[src/hw/wpo_cfg.svh]
// Constants for the weld process output selector.
// Assumes a 100 MHz system clock; included by the package and the design.
`ifndef WPO_CFG_SVH
`define WPO_CFG_SVH

// ----------------------------------------
// Selection codes
// ----------------------------------------
`define WPO_SEL_OFF        5'h00
`define WPO_SEL_WELD       5'h01
`define WPO_SEL_WELD_HOLD  5'h02
`define WPO_SEL_HOLD       5'h03
`define WPO_SEL_OFFPH      5'h04
`define WPO_SEL_AFTER_OFF  5'h05
`define WPO_SEL_EOS_PULSE  5'h06
`define WPO_SEL_ANY_ERR    5'h0A
`define WPO_SEL_OVERTEMP   5'h0B
`define WPO_SEL_HL_FLASH   5'h0C
`define WPO_SEL_HL_VALVE   5'h0D
`define WPO_SEL_HL_BREAK   5'h0E
`define WPO_SEL_HW_FAULT   5'h0F
`define WPO_SEL_SCR_SHORT  5'h10
`define WPO_SEL_MINOR      5'h11
`define WPO_SEL_FULL_COND  5'h12
`define WPO_SEL_WELD_EN    5'h13
`define WPO_SEL_INTERLOCK  5'h14
`define WPO_SEL_SERIAL     5'h16
`define WPO_SEL_SHOW_EOS   5'h19
`define WPO_SEL_EOS_VALVE  5'h1C

// ----------------------------------------
// Timing
// ----------------------------------------
`define WPO_CLK_HZ         100000000
`define WPO_PULSE_MS       500
`define WPO_PULSE_CYC      ((`WPO_CLK_HZ / 1000) * `WPO_PULSE_MS)
`define WPO_CNT_W          26
`define WPO_CNT_ZERO       26'h0000000
`define WPO_CNT_ONE        26'h0000001

`endif

[src/hw/wpo_pkg.sv]
// Types shared by the weld process output selector.
// Assumes wpo_cfg.svh supplies the constants.
`include "wpo_cfg.svh"

package wpo_pkg;

    // Sequence phase as reported by the sequencer
    typedef enum logic [2:0] {
        WPO_PH_IDLE,
        WPO_PH_SQUEEZE,
        WPO_PH_WELD,
        WPO_PH_HOLD,
        WPO_PH_OFF
    } wpo_phase_t;

    // Fault and status flags from the control
    typedef struct packed {
        logic any_error;
        logic no_weld;
        logic programming;
        logic emergency_stop;
        logic hardware_fault;
        logic relay_fault;
        logic scr_shorted;
        logic second_supply_line_lost;
        logic memory_fault;
        logic voltage_comp_fault;
        logic stepper_end;
        logic full_conduction;
    } wpo_faults_t;

    // Current monitor result
    typedef struct packed {
        logic        valid;
        logic        const_current;
        logic        out_of_window;
        logic        high;
        logic [15:0] current;
    } wpo_meas_t;

    // Serial report word
    typedef struct packed {
        logic        high;
        logic        out_of_window;
        logic [15:0] current;
    } wpo_report_t;

endpackage

[src/hw/wpo_select.sv]
// Weld process output selector: picks when the process output and its
// companions are energised from the stored selection code.
// Assumes sequencer, fault and monitor inputs are synchronous to mclk;
// only the pin inputs (overtemp, weld enable, initiation) are synchronised.
//
// What this block does
// - Codes 01-04: output on in weld, weld+hold, hold, off phase.
// - Code 05: output on after off completes until initiation released.
// - Code 06: half-second output pulse starting at end of sequence.
// - Code 10: output on for any error, no-weld, program, e-stop, window miss in constant current.
// - Code 11: output on while overtemperature switch reads open.
// - Code 12: flash high/low indicator on out-of-window current.
// - Code 13: flash indicator and half-second third valve on window miss.
// - Code 14: flash indicator and abort sequence on window miss.
// - Code 15: output on for hardware or control relay fault.
// - Code 16: output on for shorted thyristor or lost second supply line.
// - Code 17: output on for minor faults.
// - Code 18: output on when thyristor full conduction is detected.
// - Code 19: output on in weld phase, weld mode, weld enable closed.
// - Code 20: output on from squeeze end through weld, as interlock.
// - Code 22: send high/low and current after window miss or last weld.
// - Code 28: half-second valve pulse at end when in window and enabled.
`timescale 1ns/1ps
`default_nettype none
`include "wpo_cfg.svh"

module wpo_select (
    // Clock and reset
    input  wire logic                 mclk,
    input  wire logic                 reset_n,
    // Selection programming
    input  wire logic [4:0]           sel_code,
    input  wire logic                 sel_enter,
    // Sequence state
    input  wire wpo_pkg::wpo_phase_t  phase,
    input  wire logic                 sequence_finished_event,
    input  wire logic                 last_weld,
    input  wire logic                 weld_mode,
    // Faults and measurement
    input  wire wpo_pkg::wpo_faults_t faults,
    input  wire wpo_pkg::wpo_meas_t   meas,
    // Pins on terminal_strip_one, raw
    input  wire logic                 overtemp_switch_open,
    input  wire logic                 weld_enable_input_n,
    input  wire logic                 initiation,
    // Outputs
    output logic                      process_out,
    output logic                      third_valve,
    output logic                      hl_flash,
    output logic                      hl_indicate,
    output logic                      show_current,
    output logic                      sequence_abort,
    output logic                      report_valid,
    output wpo_pkg::wpo_report_t      report_data,
    output logic [4:0]                active_code
);

    // ----------------------------------------
    // Pin synchronisers
    // ----------------------------------------
    logic [2:0] pin_meta_reg;
    logic [2:0] pin_sync_reg;

    // Two flops per pin; first stage read only by the second
    always_ff @(posedge mclk or negedge reset_n) begin
        if (!reset_n) begin
            pin_meta_reg <= 3'h0;
            pin_sync_reg <= 3'h0;
        end else begin
            pin_meta_reg <= {overtemp_switch_open, ~weld_enable_input_n, initiation};
            pin_sync_reg <= pin_meta_reg;
        end
    end

    logic overtemp_open;
    logic weld_enabled;
    logic init_held;
    assign overtemp_open = pin_sync_reg[2];
    assign weld_enabled  = pin_sync_reg[1];
    assign init_held     = pin_sync_reg[0];

    // ----------------------------------------
    // Committed selection
    // ----------------------------------------
    logic [4:0] code_reg;

    // Only the enter strobe commits; edits in progress never leak out
    always_ff @(posedge mclk or negedge reset_n) begin
        if (!reset_n) begin
            code_reg <= `WPO_SEL_OFF;
        end else if (sel_enter) begin
            code_reg <= sel_code;
        end
    end
    assign active_code = code_reg;

    // ----------------------------------------
    // Phase tracking
    // ----------------------------------------
    logic in_weld;
    logic in_hold;
    logic in_off;
    logic off_done;
    logic after_off_reg;
    logic was_off_reg;
    logic window_miss;

    assign in_weld     = (phase == wpo_pkg::WPO_PH_WELD);
    assign in_hold     = (phase == wpo_pkg::WPO_PH_HOLD);
    assign in_off      = (phase == wpo_pkg::WPO_PH_OFF);
    assign off_done    = was_off_reg && !in_off;
    assign window_miss = meas.valid && meas.out_of_window;

    // Latch after the off phase ends; dropped once initiation goes away
    always_ff @(posedge mclk or negedge reset_n) begin
        if (!reset_n) begin
            was_off_reg   <= 1'b0;
            after_off_reg <= 1'b0;
        end else begin
            was_off_reg <= in_off;
            if (off_done && init_held) begin
                after_off_reg <= 1'b1;
            end else if (!init_held) begin
                after_off_reg <= 1'b0;
            end
        end
    end

    // ----------------------------------------
    // Half-second pulse timers
    // ----------------------------------------
    function automatic logic [`WPO_CNT_W-1:0] tick(input logic start,
                                                    input logic [`WPO_CNT_W-1:0] cnt);
        logic [`WPO_CNT_W-1:0] n;
        n = cnt;
        if (start) begin
            n = `WPO_CNT_W'(`WPO_PULSE_CYC);
        end else if (cnt != `WPO_CNT_ZERO) begin
            n = cnt - `WPO_CNT_ONE;
        end
        return n;
    endfunction

    logic [`WPO_CNT_W-1:0] out_cnt_reg;
    logic [`WPO_CNT_W-1:0] valve_cnt_reg;
    logic                  out_start;
    logic                  valve_start;

    assign out_start = (code_reg == `WPO_SEL_EOS_PULSE) && sequence_finished_event;
    // Valve pulse: window miss for 13, good in-window end for 28
    assign valve_start = ((code_reg == `WPO_SEL_HL_VALVE) && window_miss)
                      || ((code_reg == `WPO_SEL_EOS_VALVE) && sequence_finished_event
                          && !meas.out_of_window && weld_mode && weld_enabled);

    // Counters run off mclk; a retrigger restarts the full half second
    always_ff @(posedge mclk or negedge reset_n) begin
        if (!reset_n) begin
            out_cnt_reg   <= `WPO_CNT_ZERO;
            valve_cnt_reg <= `WPO_CNT_ZERO;
        end else begin
            out_cnt_reg   <= tick(out_start, out_cnt_reg);
            valve_cnt_reg <= tick(valve_start, valve_cnt_reg);
        end
    end

    // ----------------------------------------
    // Output selection
    // ----------------------------------------
    logic po_next;
    logic flash_next;
    logic abort_next;

    // Combinational per-code decode, re-evaluated every cycle
    always_comb begin
        po_next    = 1'b0;
        flash_next = 1'b0;
        abort_next = 1'b0;
        unique case (code_reg)
            `WPO_SEL_WELD:      po_next = in_weld;
            `WPO_SEL_WELD_HOLD: po_next = in_weld || in_hold;
            `WPO_SEL_HOLD:      po_next = in_hold;
            `WPO_SEL_OFFPH:     po_next = in_off;
            `WPO_SEL_AFTER_OFF: po_next = after_off_reg;
            `WPO_SEL_EOS_PULSE: po_next = (out_cnt_reg != `WPO_CNT_ZERO);
            `WPO_SEL_ANY_ERR:   po_next = faults.any_error || faults.no_weld || faults.programming
                                       || faults.emergency_stop
                                       || (meas.const_current && window_miss);
            `WPO_SEL_OVERTEMP:  po_next = overtemp_open;
            `WPO_SEL_HL_FLASH:  flash_next = window_miss;
            `WPO_SEL_HL_VALVE:  flash_next = window_miss;
            `WPO_SEL_HL_BREAK: begin
                flash_next = window_miss;
                abort_next = window_miss;
            end
            `WPO_SEL_HW_FAULT:  po_next = faults.hardware_fault || faults.relay_fault;
            `WPO_SEL_SCR_SHORT: po_next = faults.scr_shorted || faults.second_supply_line_lost;
            `WPO_SEL_MINOR:     po_next = overtemp_open || faults.memory_fault
                                       || faults.voltage_comp_fault || faults.stepper_end;
            `WPO_SEL_FULL_COND: po_next = faults.full_conduction;
            `WPO_SEL_WELD_EN:   po_next = in_weld && weld_mode && weld_enabled;
            `WPO_SEL_INTERLOCK: po_next = in_weld;
            default:            po_next = 1'b0;
        endcase
    end

    // Registered outputs keep glitches off lamps and relays
    always_ff @(posedge mclk or negedge reset_n) begin
        if (!reset_n) begin
            process_out    <= 1'b0;
            hl_flash       <= 1'b0;
            sequence_abort <= 1'b0;
            third_valve    <= 1'b0;
        end else begin
            process_out    <= po_next;
            hl_flash       <= flash_next;
            sequence_abort <= abort_next;
            third_valve    <= (valve_cnt_reg != `WPO_CNT_ZERO) || valve_start;
        end
    end

    // ----------------------------------------
    // Indication, display and serial report
    // ----------------------------------------
    logic is_show;
    logic is_serial;
    assign is_show   = (code_reg == `WPO_SEL_SHOW_EOS);
    assign is_serial = (code_reg == `WPO_SEL_SERIAL);

    // Indicator held from end of sequence until the next end of sequence
    always_ff @(posedge mclk or negedge reset_n) begin
        if (!reset_n) begin
            hl_indicate  <= 1'b0;
            show_current <= 1'b0;
        end else begin
            show_current <= is_show;
            if (!is_show) begin
                hl_indicate <= 1'b0;
            end else if (sequence_finished_event) begin
                hl_indicate <= meas.out_of_window;
            end
        end
    end

    // One-cycle report strobe with data from flops
    always_ff @(posedge mclk or negedge reset_n) begin
        if (!reset_n) begin
            report_valid <= 1'b0;
            report_data  <= '0;
        end else begin
            report_valid <= is_serial && meas.valid && (meas.out_of_window || last_weld);
            if (meas.valid) begin
                report_data <= '{high: meas.high, out_of_window: meas.out_of_window,
                                 current: meas.current};
            end
        end
    end

endmodule
`default_nettype wire

[config.mk]
export PLATFORM = sky130hd
export DESIGN_NAME = wpo_select
export DESIGN_NICKNAME = d
export VERILOG_FILES = /design/src/hw/wpo_pkg.sv /design/src/hw/wpo_select.sv
export VERILOG_INCLUDE_DIRS = /design/src /design/src/hw
export SDC_FILE = /design/constraint.sdc
export NUM_CORES = 1
export LEC_CHECK = 0
export BUFFER_PORTS_ARGS = -buffer_cell sky130_fd_sc_hd__buf_2
export CORE_MARGIN = 2
export CORE_UTILIZATION = 52
export DETAILED_ROUTE_END_ITERATION = 8
export PLACE_DENSITY = 0.83
export SLEW_MARGIN = 10
export SYNTH_ARGS = -nofsm -noshare
export SYNTH_HDL_FRONTEND = slang
export SYNTH_SLANG_ARGS = --single-unit
export TNS_END_PERCENT = 1
[constraint.sdc]
create_clock -name mclk -period 4.6 [get_ports mclk]
set_clock_uncertainty 0.1 [all_clocks]
set_input_delay 0 -clock mclk [delete_from_list [all_inputs] [get_ports mclk]]
set_output_delay 0 -clock mclk [all_outputs]
set_load 0.05 [all_outputs]
## Yosys cells after proc, flatten, opt, wreduce, memory -nomap -nowiden

Index checks and enable logic that the tools add are counted.

| word-level totals | value |
|---|---|
| flip-flop bits (word level) | 90 |
| output and inout port bits | 30 |
| word-level logic and storage cells | 91 |

| cells by class | value |
|---|---|
| add/subtract/negate cells | 2 |
| eq/ne operators | 25 |
| multiplexer cells | 11 |
| bitwise operators | 1 |
| reductions and logical operators | 35 |

Operator list:

| kind | number |
|---|---|
| 26-bit 2-to-1 mux | 4 |
| 26-bit nonzero test | 2 |
| 26-bit by 1-bit subtractor with 26-bit output, second input constant | 2 |
| 5-bit == test, second input constant | 8 |
| 5-bit by 4-bit == test with 1-bit output, second input constant | 6 |
| 5-bit by 3-bit == test with 1-bit output, second input constant | 3 |
| 1-bit logical AND | 14 |
| 1-bit logical OR | 13 |
| 1-bit case mux with 13 select lines | 1 |
| 5-bit by 2-bit == test with 1-bit output, second input constant | 2 |
| 3-bit by 2-bit == test with 1-bit output, second input constant | 2 |
| 1-bit 2-to-1 mux | 6 |
| 5-bit by 1-bit == test with 1-bit output, second input constant | 1 |
| 2-bit nonzero test | 2 |
| 3-bit == test, second input constant | 1 |
| 3-bit OR reduction | 1 |
| 1-bit zero test | 2 |
| 2-bit by 1-bit != test with 1-bit output, second input constant | 1 |
| 2-bit != test, second input constant | 1 |
| 2-bit OR reduction | 1 |
| 1-bit NOT | 1 |

## Logic depth before layout (Yosys ltp)

Gate-level depths: netlist (run 1).

| logic depth | value |
|---|---|
| depth in word-level cells | 7 |
| depth in mapped cells | 8 |
| depth with buffers taken out | 7 |

## Least setup slack after synthesis (run 1)

Ideal clock, no wire load.

| timing | value |
|---|---|
| kind | flip-flop to flip-flop |
| from | reg out_cnt_reg[20] |
| to | reg out_cnt_reg[17] |
| arrival time | 2.061 ns |
| required time | 4.363 ns |
| slack | 2.302 ns |
| cell stages (with the launch flop) | 8 |
| buffers on the path | 2 |
| period minus slack after synthesis | 2.298 ns |
| cell sequence | dfrtp_1 -> or4_4 -> or3_1 -> buf_6 -> or3_1 -> buf_2 -> a31oi_1 -> o21ai_1 |

| between the ends | value |
|---|---|
| cells in the longest elaborated chain, start to end | 2 |

RTL lines:

| item | RTL line | text |
|---|---|---|
| from (decl) | wpo_select.sv:144 | `` logic [`WPO_CNT_W-1:0] out_cnt_reg; `` |
| from (signal assigned) | wpo_select.sv:158 | `` out_cnt_reg <= `WPO_CNT_ZERO; `` |
| from (signal assigned) | wpo_select.sv:161 | `out_cnt_reg <= tick(out_start, out_cnt_reg);` |
| 26-bit nonzero test (no line) | -- |  |
| 2-bit nonzero test (no line) | -- |  |

No other way between the ends.
A chain may end at the register's enable or synchronous reset.

## Worst setup path after layout (run 1)

| timing | value |
|---|---|
| from | reg out_cnt_reg[0] |
| to | reg out_cnt_reg[17] |

| between the ends | value |
|---|---|
| cells in the longest elaborated chain, start to end | 3 |
| elaborated cells between the ends (all ways) | 5 |
| those cells by class | add/sub: 1; mux: 2; reduce/logical: 2 |

RTL lines:

| item | RTL line | text |
|---|---|---|
| 26-bit by 1-bit subtractor with 26-bit output (no line) | -- |  |
| 26-bit 2-to-1 mux | wpo_select.sv:138 | `` end else if (cnt != `WPO_CNT_ZERO) begin `` |
| 26-bit 2-to-1 mux | wpo_select.sv:136 | `if (start) begin` |

Parallel ways exist; a longest one is shown, timed or not. The select of a mux whose other input is x is not followed.

==> results.json, run 1 <==
{
  "status": "finished clean",
  "setup_viol": 0,
  "wirelength_um": 10780,
  "multiInputGateArea_sq_mm": 0.002018,
  "critPathRequiredTime_ps": 4730,
  "nets": 586,
  "start_util": 0.5363,
  "synthArstFlopShare": 1.000,
  "peakVddDrop_mv": 0.2263,
  "final.setup.tns_ps": 0,
  "syn_area_sq_mm": 0.004384,
  "cts_buffer_depth": 2,
  "crit_slowest_cell": "or3_1",
  "fin_util": 0.6667,
  "cp-start-kind": "flop",
  "grt_max_degree": 91,
  "clock.fmax_mhz": 339.3,
  "syn_area_per_cell_sq_um": 10.39,
  "vias": 3756,
  "antenna_found_initial": 0,
  "cap_violations": 0,
  "die_w_um": 95.82,
  "path_clk_slew_ps": 100,
  "dr_wl_met2_um": 5577,
  "dieArea_sq_mm": 0.009181,
  "drt-met1-wl_um": 4484,
  "top_layer_used": "met4",
  "wl_per_cell_um": 16.72,
  "min_period_ps": 2947,
  "p_per_area_mw_per_mm2": 398.2,
  "cts_resized": 0,
  "fp.coreArea_sq_mm": 0.008175,
  "dp_cells": 587,
  "cts-root-buf": "clkbuf_8",
  "seqCellArea_sq_mm": 0.002252,
  "critPathCaptureType": "flop",
  "track_usage": 0.2504,
  "cts_buffers": 9,
  "rsz0062_at_grt": "no",
  "gp_congestion": 0.8483,
  "dp_hpwl_um": 6642,
  "post_route_cells_drive_above_1_share": 0.2407,
  "fin_cells": 645,
  "crit_path_max_fanout": 14,
  "yosysWarnings": 0,
  "worst-endpoint-arrival_ps": 3080,
  "area_delta_synth_final_pct": 24.32,
  "crit_chain": "inv_1 -> ha_1 -> nor3b_1 -> nand4_1 -> or3_1 -> a31oi_1 -> o21ai_1",
  "cts_tree": "done",
  "portBuffers": 78,
  "ys_types": 59,
  "total_power_mw": 2.170,
  "tightest_slew_ps": 1128,
  "dr_wl_met3_um": 475,
  "n_fill_cell": 617,
  "slew_headroom": 0.2421,
  "ios": 79,
  "synth_edf_count": 0,
  "gr-total-overflow": 0,
  "fp.dieH_um": 95.82,
  "critical-path-top-delay-family": "simple AND/OR/NAND/NOR gates",
  "grt_first_pass_wirelength_um": 17860,
  "synth_top_area_cell": "dfrtp_1",
  "viasPerCell": 5.823,
  "core.rowCount": 33,
  "path_class": "flop to flop",
  "num_antenna_cells": 0,
  "clk_latency_ps": 380,
  "antenna_left": 0,
  "max_stage_delay_ps": 610,
  "ys_seq_elements": 90,
  "first_pass_iters": 6,
  "synth.area.top_cells": "dfrtp_1, mux2_2, xnor2_1",
  "hold_viol": 0,
  "first_iter_violations": 326,
  "remaining_drc_errors": 0,
  "ys_seq_area_frac": 0.5137,
  "synth_top_area_share": 0.5137,
  "clock_sinks": 90,
  "syn_inst": 422,
  "p_leak_nw": 2.204,
  "ys.flop_type": "dfrtp_1",
  "h-tree-depth": 3,
  "synth_nets": 473,
  "maxSlewViolCount": 0,
  "first_global_vias": 3748,
  "hp-class": "input pin to flop",
  "path_buf_inv": 1,
  "finalCritPeriodShare": 0.6407
}
==> tightest hold or removal path, stage by stage <==
cell and delay [ps]:
buf_2 70, or4b_2 110, o21ai_0 70, o311a_1 130
nand4_1 70
==> layout make-up <==
class                      count  area share
sequential                    90      0.4132
multi-input combinational    305      0.3703
timing repair buffer         121      0.1513
clock inverter                 7     0.01286
tap                          105     0.02410
inverter                       8    0.005510
clock buffer                   9     0.02273
==> metal layers <==
metal  track usage  up-vias
met1        0.3244     1857
met2        0.4272      109
met3       0.04072       22
li1              -     1768
met5             0        -
met4       0.08810        0
==> final timing paths <==
| path | start | endpoint | slack, ps | cells after the start |
|---|---|---|---|---|
| max in group asynchronous | reset_n | valve_cnt_reg[8] | 3690 | 2 |
| min reg2reg | pin_meta_reg[1] | pin_sync_reg[1] | 260 | 0 |
| min | faults[1] | process_out | 20 | 5 |
| max reg2reg | out_cnt_reg[0] | out_cnt_reg[17] | 1650 | 7 |
| min in group asynchronous | reset_n | out_cnt_reg[10] | 140 | 2 |
| max | out_cnt_reg[0] | out_cnt_reg[17] | 1650 | 7 |
==> synth_stat cells (all sizes together), types with 2 or more instances <==
| cell | n |
|---|---|
| a211oi | 6 |
| nand4 | 8 |
| mux2i | 5 |
| xnor2 | 20 |
| inv | 8 |
| mux2 | 22 |
| ha | 2 |
| a2111oi | 2 |
| nor4b | 4 |
| o31ai | 8 |
| nor4 | 12 |
| nand3b | 2 |
| and4 | 2 |
| nor2 | 43 |
| xor2 | 4 |
| nand2b | 11 |
| o22ai | 2 |
| o21ai | 15 |
| nand3 | 18 |
| or4 | 12 |
| nand2 | 29 |
| nand4b | 4 |
| a21oi | 14 |
| or3 | 8 |
| clkbuf | 12 |
| o41ai | 2 |
| a31oi | 9 |
| and3 | 5 |
| nor3 | 15 |
| nor2b | 2 |
| buf | 7 |
| nor3b | 4 |
| dfrtp | 90 |
==> report_power, final <==
group / internal, mW / switching [mW]
clock network: 0.212 / 0.331
registers: 0.934 / 0.165
logic: 0.231 / 0.297
==> layout by cell type (no fill, tap or decap), drive strengths merged, types with 4 or more instances in the layout <==
cell,n
a211oi,6
a21oi,14
a31oi,9
and3,5
buf,79
clkbuf,9
dfrtp,90
dlygate4sd3,42
inv,12
mux2,22
mux2i,5
nand2,29
nand2b,11
nand3,18
nand4,8
nand4b,4
nor2,43
nor3,15
nor3b,4
nor4,12
nor4b,4
o21ai,15
o31ai,8
or3,8
or4,12
xnor2,20
xor2,4
==> cells by family after synthesis <==
kind of cell / count (synthesis) / synth area share
and+or+nand+nor: 184 / 0.2326
AOI/OAI and AO/OA: 68 / 0.1062
DFF: 90 / 0.5137
adders and majority gates: 2 / 0.005707
buffers and inverters: 27 / 0.02597
muxes: 27 / 0.06792
xor gates and xnor gates: 24 / 0.04794
==> stage by stage <==
step	hold slack, ps	area [sq um]	setup slack, ps
3_3_place_gp	9.594	4832	1863
2_1_floorplan	-395.6	4384	2302
3_5_place_dp	10.09	4832	1657
5_1_grt	84.33	5450	1294
6_report	15.32	5450	1653
4_1_cts	19.61	5446	1666
==> what timing repair did <==
item,in CTS,in global routing
buffers inserted,0,0
hold endpoints to repair,123,0
hold buffers,42,0
No activity file was read; power rests on OpenSTA's default activity.
==> run 2: changes to the inputs <==
==> constraint.sdc (replaced) <==
create_clock -name mclk -period 3 [get_ports mclk]
set_clock_uncertainty 0.1 [all_clocks]
set_input_delay 0 -clock mclk [delete_from_list [all_inputs] [get_ports mclk]]
set_output_delay 0 -clock mclk [all_outputs]
set_load 0.05 [all_outputs]
==> results.json, run 2 (synthesis gave the netlist of run 1 again) <==
{
  "wirelength_um": 10890,
  "worst-endpoint-arrival_ps": 2900,
  "met2_usage": 0.4242,
  "crit_path_max_fanout": 14,
  "num_antenna_cells": 0,
  "hp-class": "input pin to async pin",
  "dp_cells": 597,
  "setup_viol": 0,
  "cts_buffer_depth": 2,
  "p_leak_nw": 2.254,
  "track_usage": 0.2519,
  "dieArea_sq_mm": 0.009181,
  "min_period_ps": 2687,
  "fp.dieH_um": 95.82,
  "hold_viol": 0,
  "cts_buffers": 9,
  "gp_congestion": 0.8348,
  "total_power_mw": 3.331,
  "n_fill_cell": 584,
  "design_area_sq_mm": 0.005519,
  "maxSlewViolCount": 0,
  "area_delta_synth_final_pct": 25.88,
  "fin_cells": 655,
  "use_met3": 0.05638,
  "cts_hold_buffers": 42,
  "status": "finished clean",
  "gr-total-overflow": 0,
  "antenna_left": 0,
  "dpl_cell_area_sq_mm": 0.004907,
  "final.setup.tns_ps": 0,
  "tightest_slew_ps": 782.1,
  "crit_chain": "nand2b_1 -> nor2_1 -> o2111ai_1 -> dlygate4sd3_1 -> nor2_1 -> dlygate4sd3_1",
  "critPathRequiredTime_ps": 3220,
  "first_global_vias": 3936,
  "remaining_drc_errors": 0,
  "path_clk_slew_ps": 100,
  "mostFrequentLayoutCell": "dfrtp_1",
  "cts-root-buf": "clkbuf_8",
  "cts_setup_buffers": 0,
  "max_stage_delay_ps": 590,
  "cp-start-kind": "flop",
  "peakVddDrop_mv": 0.3454,
  "p_per_area_mw_per_mm2": 603.6,
  "h-tree-depth": 3,
  "die_w_um": 95.82,
  "antenna_found_initial": 0,
  "post_route_cells_drive_above_1_share": 0.2545,
  "vias": 3825,
  "wl_per_cell_um": 16.62,
  "crit_slowest_cell": "dlygate4sd3_1",
  "core.rowCount": 33,
  "portBuffers": 78,
  "nets": 596,
  "grt_first_pass_wirelength_um": 18280,
  "rsz0062_at_grt": "no",
  "critPathCaptureType": "flop",
  "cts_tree": "done",
  "clk_latency_ps": 370,
  "viasPerCell": 5.840,
  "layout_common_cells": "dfrtp_1, buf_2, nor2_1, dlygate4sd3_1, nand2_1",
  "finalCritPeriodShare": 0.8957,
  "fp.coreArea_sq_mm": 0.008175,
  "cap_violations": 0,
  "start_util": 0.5363,
  "clock_sinks": 90,
  "grtUsageMet1": 0.3280,
  "cts_resized": 0,
  "slew_headroom": 0.4746,
  "grt_max_degree": 41,
  "path_class": "flop to flop",
  "clock.fmax_mhz": 372.1,
  "first_pass_iters": 5,
  "globalRoute.busiestLayer": "met2",
  "first_iter_violations": 308,
  "ios": 79,
  "dp_hpwl_um": 6797
}
-- run 2: changes by cell type in the layout (fill, tap and decap cells not counted) --
cell and delta:
buf_4 +11, inv_8 +2, buf_6 -1, clkinv_8 -1, inv_6 -1
-- run 2: cell type report --
class	instances	area, sq um	share of cell area
flip-flops and latches	90	2252	0.4081
clock inverters	7	67.56	0.01224
inverters	8	30.03	0.005441
multi-input cells	305	2018	0.3657
repair buffers	131	895.9	0.1623
clock buffers	9	123.9	0.02244
well taps	105	131.4	0.02380
-- run 2: final timing paths --
path	from	to	slack [ps]	cells after the start
setup reg to reg	active_code[0]	report_valid	310	6
max in group asynchronous	reset_n	process_out	1960	3
hold / removal	reset_n	out_cnt_reg[3]	50	2
min in group mclk	faults[3]	process_out	70	5
setup / recovery	active_code[0]	report_valid	310	6
hold reg to reg	pin_meta_reg[2]	pin_sync_reg[2]	260	0
-- run 2: power by group --
part / switching (mW) / internal (mW)
registers: 0.250 / 1.43
logic: 0.467 / 0.367
clock network: 0.489 / 0.326
-- run 2: critical path: cells and delay by family (launching register included) --
family                 cells  cell delay (ps)
AND/OR/NAND/NOR            3              680
buffers and inverters      2             1130
AO/OA/AOI/OAI              1              170
flip-flops                 1              560
-- run 2: per-stage QoR --
stage / hold WS, ps / worst slack, ps / util
6_report: 46.71 / 312.9 / 0.6751
5_1_grt: 93.97 / 170.8 / 0.6751
4_1_cts: 8.297 / 347.9 / 0.6751
3_5_place_dp: -81.81 / 371.8 / 0.6002
3_3_place_gp: -95.23 / 474.9 / 0.6002
2_1_floorplan: -395.6 / 702.2 / -
-- run 2: routing by layer --
| layer | vias to the layer above | routed length (um) |
|---|---|---|
| li1 | 1788 | - |
| met4 | 0 | 191 |
| met3 | 24 | 511 |
| met2 | 126 | 5575 |
| met1 | 1887 | 4606 |
| met5 | - | 0 |
